## src/led_engine_defs.svh

```systemverilog
// Offsets, reset values and timing counts for the LED dimming and animation engine
`ifndef LED_ENGINE_DEFS_SVH
`define LED_ENGINE_DEFS_SVH

`define SYS_CLK_HZ 25000000
`define OSC_HZ 6000000
// Fractional divider: add INC, wrap at MOD, toggle on wrap, so the toggle rate is twice OSC_HZ
`define OSC_ACC_INC (2 * `OSC_HZ / 1000000)
`define OSC_ACC_MOD (`SYS_CLK_HZ / 1000000)
`define TICKS_PER_MS (`OSC_HZ / 1000)

`define PWM_FAST_HZ 24000
`define PWM_SLOW_HZ 12000
`define PWM_SLOW_DIV (`PWM_FAST_HZ / `PWM_SLOW_HZ)
`define PWM_SLOTS 256
`define PWM_HALF 9'h080

`define FULL_SCALE_LOW_UA 25500
`define FULL_SCALE_HIGH_UA 51000
`define CODE_FULL 255
`define CURRENT_LSB_UA 100

`define CUR_LEVEL_RST 8'h80
`define CUR_RANGE_RST 1'b0

`define REPEAT_NONE 2'h0
`define REPEAT_INFINITE 2'h3
`define NO_GROUP 2'h3
`define LAST_RAMP 2'h3
`define STEP_END 9'h100
`define STEP_ADD 32'h00000100

`define DUR_MS_0 0
`define DUR_MS_1 90
`define DUR_MS_2 180
`define DUR_MS_3 360
`define DUR_MS_4 540
`define DUR_MS_5 800
`define DUR_MS_6 1070
`define DUR_MS_7 1520
`define DUR_MS_8 2060
`define DUR_MS_9 2500
`define DUR_MS_A 3040
`define DUR_MS_B 4020
`define DUR_MS_C 5010
`define DUR_MS_D 5990
`define DUR_MS_E 7060
`define DUR_MS_F 8050

`endif

```

## src/led_pkg.sv

```systemverilog
// Types shared by the LED dimming and animation engine
package led_pkg;

  typedef logic [7:0] level_t;
  typedef logic [3:0] dur_code_t;

  typedef enum logic [1:0] {
    ALIGN_FORWARD = 2'h0,
    ALIGN_MIDDLE = 2'h1,
    ALIGN_BACKWARD = 2'h2
  } align_t;

  typedef struct packed {
    logic [1:0] group_repeat_count;
    level_t [4:0] level;
    dur_code_t [3:0] dur;
  } group_cfg_t;

  typedef enum logic [4:0] {
    SEQ_IDLE = 5'h01,
    SEQ_HOLD1 = 5'h02,
    SEQ_RAMP = 5'h04,
    SEQ_HOLD2 = 5'h08,
    SEQ_DONE = 5'h10
  } seq_state_t;

  typedef struct packed {
    logic current_range;
    level_t current_level;
    logic [4:0] osc_acc;
    logic sync_osc;
    logic sync_meta;
    logic sync_sync;
    logic sync_prev;
    logic sync_oe_b;
    logic tick;
    seq_state_t seq;
    logic [1:0] grp;
    logic [1:0] rmp;
    logic [1:0] grp_plays;
    logic [1:0] pat_plays;
    logic [25:0] time_acc;
    logic [8:0] step;
    level_t anim_pwm;
    logic [8:0] sink_current;
    level_t duty;
    align_t align;
    logic exp_en;
    logic pwm_slow;
  } engine_state_t;

  typedef struct packed {
    logic [7:0] slot;
    logic div;
    logic on;
  } pwm_state_t;

endpackage

```

## src/pwm_if.sv

```systemverilog
// Carrier between the engine core and its PWM waveform generator
`timescale 1ns/1ns
interface pwm_if;
  import led_pkg::*;
  logic tick;
  level_t duty;
  align_t align;
  logic exp_en;
  logic pwm_slow;
  logic pwm_on;
  modport ctrl (output tick, output duty, output align, output exp_en, output pwm_slow, input pwm_on);
  modport gen (input tick, input duty, input align, input exp_en, input pwm_slow, output pwm_on);
endinterface

```

## src/led_pwm_gen.sv

```systemverilog
// 8-bit PWM slot counter, curve mapping and pulse alignment for one LED
`timescale 1ns/1ns
module led_pwm_gen (
  // Clock and reset
  input wire logic sys_clk,
  input wire logic rst_b,
  // Link to engine core
  pwm_if.gen pif
);
  import led_pkg::*;
  `include "led_engine_defs.svh"

  localparam pwm_state_t PWM_RESET = '{slot: 8'h00, div: 1'b0, on: 1'b0};

  pwm_state_t st_r;
  pwm_state_t st_nxt;
  level_t duty_eff;
  logic [8:0] mid_start;
  logic [8:0] slot_w;
  logic [8:0] duty_w;

  // Piecewise exponential: mantissa shifted by the top three bits
  function automatic level_t exp_curve(level_t x);
    logic [12:0] t;
    t = 13'({1'b1, x[4:0]}) << x[7:5];
    if (x == 8'h00) begin
      return 8'h00;
    end
    if (x == 8'hFF) begin
      return 8'hFF;
    end
    return t[12:5];
  endfunction

  always_comb begin
    st_nxt = st_r;
    duty_eff = pif.exp_en ? exp_curve(pif.duty) : pif.duty;
    slot_w = {1'b0, st_r.slot};
    duty_w = {1'b0, duty_eff};
    mid_start = `PWM_HALF - {2'b00, duty_eff[7:1]};
    // Half rate skips every other oscillator tick
    if (pif.tick) begin
      if (pif.pwm_slow && !st_r.div) begin
        st_nxt.div = 1'b1;
      end else begin
        st_nxt.div = 1'b0;
        st_nxt.slot = st_r.slot + 8'h01;
      end
    end
    unique case (pif.align)
      ALIGN_FORWARD: st_nxt.on = slot_w < duty_w;
      ALIGN_MIDDLE: st_nxt.on = (slot_w >= mid_start) && (slot_w < mid_start + duty_w);
      ALIGN_BACKWARD: st_nxt.on = (slot_w + duty_w) > 9'h0FF;
      default: st_nxt.on = 1'b0;
    endcase
  end

  always_ff @(posedge sys_clk or negedge rst_b) begin
    if (!rst_b) begin
      st_r <= PWM_RESET;
    end else begin
      st_r <= st_nxt;
    end
  end

  assign pif.pwm_on = st_r.on;
endmodule

```

## src/led_anim_engine.sv

```systemverilog
// Per-LED current scaling, PWM clocking, sync pin and autonomous animation sequencer
// What this block does
// - One global current range bit, reset 0: 0 gives 25.5 mA, 1 gives 51 mA.
// - Per-LED 8-bit current level, 256 steps, resets to 80h.
// - Sink current equals full scale times level divided by 255.
// - 8-bit PWM at 24 kHz or 12 kHz, picked by one select bit.
// - PWM timing comes from internal 6 MHz oscillator unless sync pin is input.
// - Direction bit: sync pin drives internal clock out, or accepts outside clock.
// - Three pulse alignments: forward, middle-centred, backward.
// - Per-LED curve bit selects exponential or linear duty mapping.
// - Manual mode follows configuration immediately; autonomous mode follows the sequencer.
// - Each LED has its own sequencer: three ramp groups, two hold intervals.
// - After launch the pattern runs alone without further host brightness commands.
// - Current PWM value and unit progress are readable while running.
// - Groups two and three are skipped when their repeat count is 0.
// - Autonomous mode takes current level from separate autonomous level inputs.
// - Pattern and group repeat codes mean zero, one, two, or infinite; group one still plays once at code 0.
// - A group has five levels and four durations, four ramps level one to five.
// - Ramp moves up to 256 steps start to end in its duration, curve supported.
// - 4-bit duration code, 16 levels, 0h zero time to Fh about 8.05 s.
// - Zero-duration ramp is skipped; equal start and end holds constant.
// - Hold intervals use the same duration code; zero skips the hold.
// - First hold shows level one of next group; second shows level five of previous.
`timescale 1ns/1ns
module led_anim_engine #(
  parameter int unsigned TICKS_PER_MS = `TICKS_PER_MS
) (
  // Clock and reset
  input wire logic sys_clk,
  input wire logic rst_b,
  // Current range and level register writes
  input wire logic range_wr,
  input wire logic range_wdata,
  input wire logic level_wr,
  input wire led_pkg::level_t level_wdata,
  // Dimming configuration
  input wire logic pwm_slow_sel,
  input wire logic sync_dir_out,
  input wire led_pkg::align_t align_sel,
  input wire logic exp_en,
  input wire logic auto_mode,
  input wire led_pkg::level_t manual_pwm,
  input wire led_pkg::level_t auto_current_level,
  // Animation pattern
  input wire led_pkg::dur_code_t hold1_dur,
  input wire led_pkg::dur_code_t hold2_dur,
  input wire logic [1:0] pattern_repeat_count,
  input wire led_pkg::group_cfg_t [2:0] group_cfg,
  // Animation commands
  input wire logic start_cmd,
  input wire logic hold_cmd,
  // Sync pin
  input wire logic sync_in,
  output logic sync_out_r,
  output logic sync_oe_b_r,
  // Drive and readback
  output logic current_range_r,
  output led_pkg::level_t dot_current_level_r,
  output logic [8:0] sink_current_r,
  output logic led_pwm_r,
  output led_pkg::level_t anim_pwm_r,
  output led_pkg::seq_state_t unit_state_r,
  output logic [1:0] group_idx_r,
  output logic [1:0] ramp_idx_r
);
  import led_pkg::*;
  `include "led_engine_defs.svh"

  localparam engine_state_t ST_RESET = '{
    current_range: `CUR_RANGE_RST,
    current_level: `CUR_LEVEL_RST,
    sync_oe_b: 1'b1,
    seq: SEQ_IDLE,
    align: ALIGN_FORWARD,
    default: '0
  };

  engine_state_t st_r;
  engine_state_t st_nxt;
  pwm_if pif ();

  logic [5:0] osc_sum;
  logic osc_wrap;
  logic ext_edge;
  dur_code_t cur_dur;
  logic [31:0] limit;
  logic [31:0] acc_sum;
  logic unit_done;
  logic [1:0] ng;
  group_cfg_t g;

  // Sink current in 0.1 mA units, exact for both ranges
  function automatic logic [8:0] current_tenths(logic range, level_t lvl);
    logic [31:0] fs;
    fs = range ? `FULL_SCALE_HIGH_UA : `FULL_SCALE_LOW_UA;
    return 9'((fs * {24'h000000, lvl}) / (`CODE_FULL * `CURRENT_LSB_UA));
  endfunction

  function automatic logic [13:0] dur_ms(dur_code_t c);
    unique case (c)
      4'h0: return 14'(`DUR_MS_0);
      4'h1: return 14'(`DUR_MS_1);
      4'h2: return 14'(`DUR_MS_2);
      4'h3: return 14'(`DUR_MS_3);
      4'h4: return 14'(`DUR_MS_4);
      4'h5: return 14'(`DUR_MS_5);
      4'h6: return 14'(`DUR_MS_6);
      4'h7: return 14'(`DUR_MS_7);
      4'h8: return 14'(`DUR_MS_8);
      4'h9: return 14'(`DUR_MS_9);
      4'hA: return 14'(`DUR_MS_A);
      4'hB: return 14'(`DUR_MS_B);
      4'hC: return 14'(`DUR_MS_C);
      4'hD: return 14'(`DUR_MS_D);
      4'hE: return 14'(`DUR_MS_E);
      4'hF: return 14'(`DUR_MS_F);
    endcase
  endfunction

  // Linear interpolation; step 256 lands exactly on the end level
  function automatic level_t interp(level_t a, level_t b, logic [8:0] s);
    logic signed [9:0] diff;
    logic signed [19:0] prod;
    logic signed [10:0] res;
    diff = $signed({2'b00, b}) - $signed({2'b00, a});
    prod = 20'(diff * $signed({1'b0, s}));
    res = $signed({3'b000, a}) + 11'(prod >>> 8);
    return res[7:0];
  endfunction

  // Whether a repeat code asks for another play; infinite code is handled here
  function automatic logic more_plays(logic [1:0] code, logic [1:0] done_plays);
    return (code == `REPEAT_INFINITE) || ({1'b0, code} > ({1'b0, done_plays} + 3'h1));
  endfunction

  always_comb begin
    st_nxt = st_r;
    g = group_cfg[st_r.grp];
    ng = `NO_GROUP;
    limit = 32'h00000000;
    acc_sum = 32'h00000000;
    unit_done = 1'b0;
    cur_dur = 4'h0;

    // Register writes
    if (range_wr) begin
      st_nxt.current_range = range_wdata;
    end
    if (level_wr) begin
      st_nxt.current_level = level_wdata;
    end

    // Internal oscillator at 6 MHz on average; edges jitter by one system clock
    osc_sum = {1'b0, st_r.osc_acc} + 6'(`OSC_ACC_INC);
    osc_wrap = osc_sum >= 6'(`OSC_ACC_MOD);
    st_nxt.osc_acc = osc_wrap ? 5'(osc_sum - 6'(`OSC_ACC_MOD)) : osc_sum[4:0];
    if (osc_wrap) begin
      st_nxt.sync_osc = ~st_r.sync_osc;
    end

    // Outside clock passes two flops before edge detection
    st_nxt.sync_meta = sync_in;
    st_nxt.sync_sync = st_r.sync_meta;
    st_nxt.sync_prev = st_r.sync_sync;
    ext_edge = st_r.sync_sync && !st_r.sync_prev;
    st_nxt.sync_oe_b = ~sync_dir_out;
    // A shared sync clock keeps sibling sequencers in step
    st_nxt.tick = sync_dir_out ? (osc_wrap && !st_r.sync_osc) : ext_edge;

    // Unit timer: 256 steps spread over the unit duration in oscillator ticks
    unique case (st_r.seq)
      SEQ_HOLD1: cur_dur = hold1_dur;
      SEQ_HOLD2: cur_dur = hold2_dur;
      SEQ_RAMP: cur_dur = g.dur[st_r.rmp];
      default: cur_dur = 4'h0;
    endcase
    limit = {18'h00000, dur_ms(cur_dur)} * TICKS_PER_MS;
    acc_sum = {6'h00, st_r.time_acc} + `STEP_ADD;
    unit_done = (cur_dur == 4'h0) || (st_r.step == `STEP_END);
    // Hold command freezes the timer so readback is stable
    if (st_r.tick && !hold_cmd && !unit_done && (st_r.seq != SEQ_IDLE) && (st_r.seq != SEQ_DONE)) begin
      if (acc_sum >= limit) begin
        st_nxt.time_acc = 26'(acc_sum - limit);
        st_nxt.step = st_r.step + 9'h001;
      end else begin
        st_nxt.time_acc = acc_sum[25:0];
      end
    end

    // Level shown by the running unit; zero-length units leave it untouched
    unique case (st_r.seq)
      SEQ_HOLD1: begin
        if (cur_dur != 4'h0) begin
          st_nxt.anim_pwm = group_cfg[0].level[0];
        end
      end
      SEQ_HOLD2: begin
        if (cur_dur != 4'h0) begin
          st_nxt.anim_pwm = g.level[4];
        end
      end
      SEQ_RAMP: begin
        if (cur_dur != 4'h0) begin
          st_nxt.anim_pwm = interp(g.level[st_r.rmp], g.level[3'({1'b0, st_r.rmp} + 3'h1)], st_r.step);
        end
      end
      default: begin
      end
    endcase

    // Sequencer advance
    if (unit_done) begin
      st_nxt.time_acc = 26'h0000000;
      st_nxt.step = 9'h000;
      unique case (st_r.seq)
        SEQ_HOLD1: begin
          st_nxt.seq = SEQ_RAMP;
          st_nxt.grp = 2'h0;
          st_nxt.rmp = 2'h0;
          st_nxt.grp_plays = 2'h0;
        end
        SEQ_RAMP: begin
          if (st_r.rmp != `LAST_RAMP) begin
            st_nxt.rmp = st_r.rmp + 2'h1;
          end else if (more_plays(g.group_repeat_count, st_r.grp_plays)) begin
            st_nxt.rmp = 2'h0;
            st_nxt.grp_plays = st_r.grp_plays + 2'h1;
          end else begin
            // Groups two and three with a zero repeat count are never entered
            if (st_r.grp == 2'h0 && group_cfg[1].group_repeat_count != `REPEAT_NONE) begin
              ng = 2'h1;
            end else if (st_r.grp != 2'h2 && group_cfg[2].group_repeat_count != `REPEAT_NONE) begin
              ng = 2'h2;
            end
            if (ng == `NO_GROUP) begin
              st_nxt.seq = SEQ_HOLD2;
            end else begin
              st_nxt.grp = ng;
              st_nxt.rmp = 2'h0;
              st_nxt.grp_plays = 2'h0;
            end
          end
        end
        SEQ_HOLD2: begin
          if (more_plays(pattern_repeat_count, st_r.pat_plays)) begin
            st_nxt.pat_plays = st_r.pat_plays + 2'h1;
            st_nxt.seq = SEQ_HOLD1;
          end else begin
            st_nxt.seq = SEQ_DONE;
          end
        end
        default: begin
        end
      endcase
    end

    // Launch and leave; the pattern then runs with no host help
    if (!auto_mode) begin
      st_nxt.seq = SEQ_IDLE;
    end else if (start_cmd) begin
      st_nxt.seq = (pattern_repeat_count == `REPEAT_NONE) ? SEQ_DONE : SEQ_HOLD1;
      st_nxt.grp = 2'h0;
      st_nxt.rmp = 2'h0;
      st_nxt.grp_plays = 2'h0;
      st_nxt.pat_plays = 2'h0;
      st_nxt.time_acc = 26'h0000000;
      st_nxt.step = 9'h000;
    end

    // Drive source selection
    if (auto_mode) begin
      st_nxt.sink_current = current_tenths(st_r.current_range, auto_current_level);
      st_nxt.duty = st_r.anim_pwm;
    end else begin
      st_nxt.sink_current = current_tenths(st_r.current_range, st_r.current_level);
      st_nxt.duty = manual_pwm;
    end
    st_nxt.align = align_sel;
    st_nxt.exp_en = exp_en;
    st_nxt.pwm_slow = pwm_slow_sel;
  end

  always_ff @(posedge sys_clk or negedge rst_b) begin
    if (!rst_b) begin
      st_r <= ST_RESET;
    end else begin
      st_r <= st_nxt;
    end
  end

  assign pif.tick = st_r.tick;
  assign pif.duty = st_r.duty;
  assign pif.align = st_r.align;
  assign pif.exp_en = st_r.exp_en;
  assign pif.pwm_slow = st_r.pwm_slow;

  led_pwm_gen u_pwm (
    .sys_clk(sys_clk),
    .rst_b(rst_b),
    .pif(pif.gen)
  );

  // Readback straight from state flops
  assign sync_out_r = st_r.sync_osc;
  assign sync_oe_b_r = st_r.sync_oe_b;
  assign current_range_r = st_r.current_range;
  assign dot_current_level_r = st_r.current_level;
  assign sink_current_r = st_r.sink_current;
  assign led_pwm_r = pif.pwm_on;
  assign anim_pwm_r = st_r.anim_pwm;
  assign unit_state_r = st_r.seq;
  assign group_idx_r = st_r.grp;
  assign ramp_idx_r = st_r.rmp;
endmodule

```

## config.mk

```make
export PLATFORM = sky130hd
export DESIGN_NAME = led_anim_engine
export DESIGN_NICKNAME = d
export VERILOG_FILES = /design/src/led_pkg.sv /design/src/pwm_if.sv /design/src/led_pwm_gen.sv /design/src/led_anim_engine.sv
export VERILOG_INCLUDE_DIRS = /design/src
export SDC_FILE = /design/constraint.sdc
export NUM_CORES = 1
export LEC_CHECK = 0
export BUFFER_PORTS_ARGS = -buffer_cell sky130_fd_sc_hd__buf_2
export CAP_MARGIN = 20
export CELL_PAD_IN_SITES_DETAIL_PLACEMENT = 1
export CELL_PAD_IN_SITES_GLOBAL_PLACEMENT = 1
export CORE_MARGIN = 3
export CORE_UTILIZATION = 47
export CTS_CLUSTER_DIAMETER = 150
export DETAILED_ROUTE_END_ITERATION = 6
export GPL_TIMING_DRIVEN = 1
export PLACE_DENSITY = 0.82
export SYNTH_ARGS = -nofsm -noshare
export SYNTH_HDL_FRONTEND = slang
export SYNTH_SLANG_ARGS = --single-unit
```

## constraint.sdc

```tcl
create_clock -name sys_clk -period 18.7 [get_ports sys_clk]
set_input_delay 1.87 -clock sys_clk [delete_from_list [all_inputs] [get_ports sys_clk]]
set_output_delay 1.87 -clock sys_clk [all_outputs]
set_load 0.02 [all_outputs]
```

# After elaboration in Yosys (flattened, before gate mapping)
# Memories as Yosys holds them, arrays and structs flattened.
# Cells that the tools add are included.
dict set report word_totals {
  register_bits 107
  romBits 192
  in_bits 222
  output_inout_bits 38
  word_cells 174
  n_memories 1
}
dict set report op_classes {
  n_addsub 17
  n_mul 4
  div_mod_pow 2
  magnitude_cmp 12
  eq_ne 22
  n_shift 1
  muxes 57
  n_bitwise 3
  n_reduce_logical 30
}
# memory depth word_bits read_ports rd_ports_with_merged_regs write_ports line_no
set mem_list {}
lappend mem_list {{(no name shown)} 16 12 1 0 0 led_anim_engine.sv:100} ;# unique case (c)
# operator count
set op_table {}
lappend op_table {{58-bit binary-select mux with 2-bit select} 1}
lappend op_table {{48-bit 2-to-1 mux} 2}
lappend op_table {{8-bit 2-to-1 mux} 10}
lappend op_table {{32-bit by 15-bit divider with 32-bit output, second input constant} 2}
lappend op_table {{58-bit 2-to-1 mux} 1}
lappend op_table {{43-bit 2-to-1 mux} 1}
lappend op_table {{35-bit 2-to-1 mux} 1}
lappend op_table {{32-bit by 8-bit multiplier with 32-bit output} 1}
lappend op_table {{6-bit 2-to-1 mux} 5}
lappend op_table {{26-bit by 9-bit adder with 27-bit output, second input constant} 1}
lappend op_table {{27-bit greater-or-equal comparator} 1}
lappend op_table {{26-bit 2-to-1 mux} 1}
lappend op_table {{26-bit subtractor} 1}
lappend op_table {{5-bit 2-to-1 mux} 5}
lappend op_table {{8-bit binary-select mux with 3-bit select} 1}
lappend op_table {{16-bit by 8-bit multiplier with 24-bit output} 1}
lappend op_table {{8-bit case mux with 3 select lines} 1}
lappend op_table {{14-bit by 9-bit multiplier with 23-bit output, second input constant} 1}
lappend op_table {{2-bit 2-to-1 mux} 9}
lappend op_table {{17-bit 2-to-1 mux} 1}
lappend op_table {{8-bit binary-select mux with 2-bit select} 1}
lappend op_table {{9-bit by 10-bit multiplier with 16-bit output} 1}
lappend op_table {{16-bit 2-to-1 mux} 1}
lappend op_table {{5-bit case mux with 3 select lines} 1}
lappend op_table {{54 further kinds} 97}

# Depth between registers and ports, before layout
dict set report depth {
  depth_word 20
  depth_mapped 65
  mapped_depth_nobuf 59
}

# Cells and area by module
# From an unflattened synthesis, not the netlist that was laid out.
dict set report unflattened {
  hier_cells 3242
  hier_area_um2 26200.1
}
# mod instances cells_each area_per_inst_um2 seq_area_each_um2
set modules_own_cells {}
lappend modules_own_cells {led_anim_engine 1 2990 24180.7 2306.0}
lappend modules_own_cells {led_pwm_gen 1 252 2019.4 250.2}

# Worst setup path after synthesis
# Ideal clock, no wire load.
dict set report synth_path {
  path_type {input port to flip-flop}
  start {in auto_current_level[7]}
  end {reg st_r, in the netlist sink_current_r[0]}
  setup_time_ns 0.131
  arrival_time_ns 16.378
  t_required_ns 18.569
  path_slack_ns 2.191
  cell_stages 59
  n_path_buf 3
  cell_sequence {nor2b_1 -> fa_1 -> inv_1 -> fa_1 -> inv_1 -> fa_1 -> inv_1 -> fa_1 -> inv_1 -> ha_1 -> a21o_1 -> a221o_1 -> a41o_1 -> o21a_1 -> a311o_1 -> a21oi_2 -> o211ai_4 -> o21ai_2 -> [... 23 more ...] -> a21oi_4 -> o211ai_2 -> maj3_2 -> xor2_2 -> o211ai_4 -> o21ba_1 -> buf_4 -> xnor2_1 -> inv_1 -> ha_1 -> a311oi_1 -> o32a_2 -> a211oi_4 -> or3_1 -> xnor2_1 -> nand3_1 -> a2111oi_2 -> o32ai_1}
}
# element line_no
set synth_rtl {}
lappend synth_rtl {{from (decl)} led_anim_engine.sv:43} ;# input wire led_pkg::level_t auto_current_level,
lappend synth_rtl {{to (signal assigned)} led_anim_engine.sv:287} ;# st_r <= st_nxt;
lappend synth_rtl {{to (decl)} led_anim_engine.sv:78} ;# engine_state_t st_r;

==> results.txt <==
Run status = complete, no violations
Initial drt markers = 1,051
GPL Wtd Cong = 0.904
Fin nets = 4,073
CP startpoint kind = input port
Sequential share of the synthesized area = 9.86%
Largest family of logic cells by synthesized area = adder cells
Predominant post-synthesis flop cell = dfrtp_1
DRC violations left = 0
Via-to-Cell Ratio = 6.01
Wire length per cell = 21.0 µm
Synth Instances = 3,193
# setup viols final = 0
Top cell type's share of synthesized area = 14.5%
Fill cell count = 6,680
Ports placed on the boundary = 260
Synth area leader = fa_1
Fmax = 56.4 MHz
Least-Margin Pin Slew = 1280 ps
Final worst path period share = 94.8%
Die ar. = 58,000 µm²
Critical Path RT = 18,980 ps
First-pass GRT wire length = 139,000 µm
DRT Pass-1 Iters = 5
Drt total wl = 85,600 µm
Skew final = 19.3 ps
GRT Overall Usage = 29.4%
Share of cells above drive strength 1 = 14.8%
Die height = 241 µm
Max Cap Viol = 0
CP Class = in2reg
Simple-gate share of the synthesized area = 17.2%
Slowest CP cell = fa_1
Max Slew Vio Count = 0
Yosys reg bits = 102
Row count = 85
Synth Area in XOR/XNOR = 6.03%
Worst Hold Class = reg2reg
Largest stage delay, worst path = 550 ps
Starting Density = 47.8%
Number of flops mapped to enable cells by yosys = 0
Complex-gate fraction of the synthesized area = 22.2%
Port Buf Inserts = 259
CTS Buf Count = 9
CTS max path bufs = 2
CTS root buffer = clkbuf_16
HPWL Detailed = 71,400 µm
Minimum clock period after layout = 17,720 ps
Netlist cell types = 142
Final ANT Viol Nets = 0
Final hold violations = 0
Die Width = 241 µm
CTS tree = done
CP Max Fanout = 12
Grt ovf = 0
Critical path arrival = 18,000 ps
CORE AREA = 54,200 µm²
Vias = 24.5k
CTS clk-pin slew, worst paths = 90 ps
Placed cells = 4,045
Async set-reset flop share out of synthesis = 100%
Largest net degree at the start of global routing = 70
Area grow syn2layout = 8.44%
Adder-Cell Fraction of Synth Area = 29.1%
Vias in the first global route = 26.4k
Cell mode on critical path = inv_1
Yosys warning count = 0
Slew HR = 14.9%
Most frequent cells in the layout = inv_1, ha_1, nor2_1, buf_2, nand2_1
Ranking of synthesized cells by area = fa_1, ha_1, dfrtp_1
Fin cells = 4,072
Critical Path End Type = flip-flop
Mux contribution to synthesized area = 6.83%
H-tree depth = 3
Post-Syn Area = 25,900 µm²
Clk sinks = 102
Area taken by multi-input logic gates = 21,200 µm²
Commonest non-fill, non-tap cell in the layout = inv_1
Latest clock arrival within the worst-skew pair = 400 ps
Synth Area per Inst = 8.12 µm²
FF/Latch Area = 2560 µm²
Initial antenna violation count = 3
[final timing paths]
check / startpoint / endpoint / slack (ps) / cells after the start
min in group asynchronous: rst_b / pif.align[1]$_DFF_PN0_ / 1460 / 1
max reg2reg: current_range_r$_DFFE_PN0P_ / sink_current_r[0]$_DFF_PN0_ / 1620 / 61
max in group asynchronous: rst_b / group_idx_r[0]$_DFF_PN0_ / 15810 / 2
max: auto_current_level[7] / sink_current_r[0]$_DFF_PN0_ / 980 / 61
min reg2reg: st_nxt[79]$_DFF_PN0_ / st_r[79]$_DFF_PN0_ / 400 / 0
min: st_nxt[79]$_DFF_PN0_ / st_r[79]$_DFF_PN0_ / 400 / 0
[synthesized netlist by cell type (all sizes together) (8+ instances only)]
master   instances
a2111oi          8
a211o            9
a211oi          38
a21boi          15
a21o            54
a21oi          222
a221oi          16
a22oi           14
a31oi           36
a32oi            9
and2            85
and3            33
and4             9
buf             72
clkbuf          63
dfrtp           99
fa             188
ha             294
inv            412
maj3             9
mux2            32
mux2i           86
mux4            24
nand2          243
nand2b          38
nand3           69
nand4           21
nor2           261
nor2b           24
nor3            42
nor4            10
o211ai          32
o21a            27
o21ai          186
o21bai          22
o22ai           27
o311ai          13
o31ai           19
or2             21
or3             19
xnor2          119
xor2            53
[timing repair]
item                       in CTS  in global routing
setup buffers                   0                  7
setup endpoints to repair       0                  2
hold buffers                    0                  0
resized for setup               0                 18
[routing by layer]
layer  wire length (µm)  vias up  part of all wire, %  GRT usage (%)
li1                   -    11500                    -              -
met1              35200    12200                   41           35.2
met2              44200      605                   52           55.0
met3               3720      167                  4.3           3.68
met4               2480        2                  2.9           8.56
met5                 13        -                0.015              0
[worst max-delay path: cells and delay by family]
kind / cells / cell delay (ps)
AOI/OAI and AO/OA: 30 / 7950
xor gates and xnor gates: 3 / 830
adders and majority gates: 7 / 3140
buffers and inverters: 11 / 1360
muxes: 3 / 1140
and+or+nand+nor: 7 / 1690
[final cells by class]
class | instances | share of cell area (%)
inverter | 412 | 5.54
antenna | 2 | 0.0178
tap | 696 | 3.10
clock inverter | 7 | 0.316
multi-input combinational | 2545 | 75.4
sequential | 102 | 9.11
clock buffer | 9 | 0.801
timing repair buffer | 299 | 5.69
[kinds of logic after synthesis]
family	after synthesis
and+or+nand+nor	906
AOI/OAI and AO/OA	831
buffers and inverters	548
adders and majority gates	491
xor gates and xnor gates	172
muxes	142
DFF	102
other	1
[state kept, by name (all words and copies together), names as in the netlist, 2 cells and up]
register             cells
group_idx_r              2
ramp_idx_r               2
st_r                    40
u_pwm.slot_w             8
pif.duty                 8
st_nxt                   2
pif.align                2
dot_current_level_r      8
unit_state_r             5
sink_current_r           9
anim_pwm_r               8
[per-stage QoR]
step / setup WS, ps / area [µm²] / setup TNS (ps) / hold slack (ps) / util (%)
6_report: 977 / 28100 / 0 / 398 / 51.8
5_1_grt: -44.9 / 28100 / -44.9 / 382 / 51.8
4_1_cts: 367 / 27900 / 0 / 378 / 51.5
3_5_place_dp: -16.3 / 27600 / -16.3 / 367 / 50.9
3_3_place_gp: 663 / 27600 / 0 / 344 / 50.9
2_1_floorplan: 2190 / 25900 / 0 / 331 / -
Power is not shown: default switching activity piles up to over one toggle a cycle in this logic, so the estimate is an artifact.
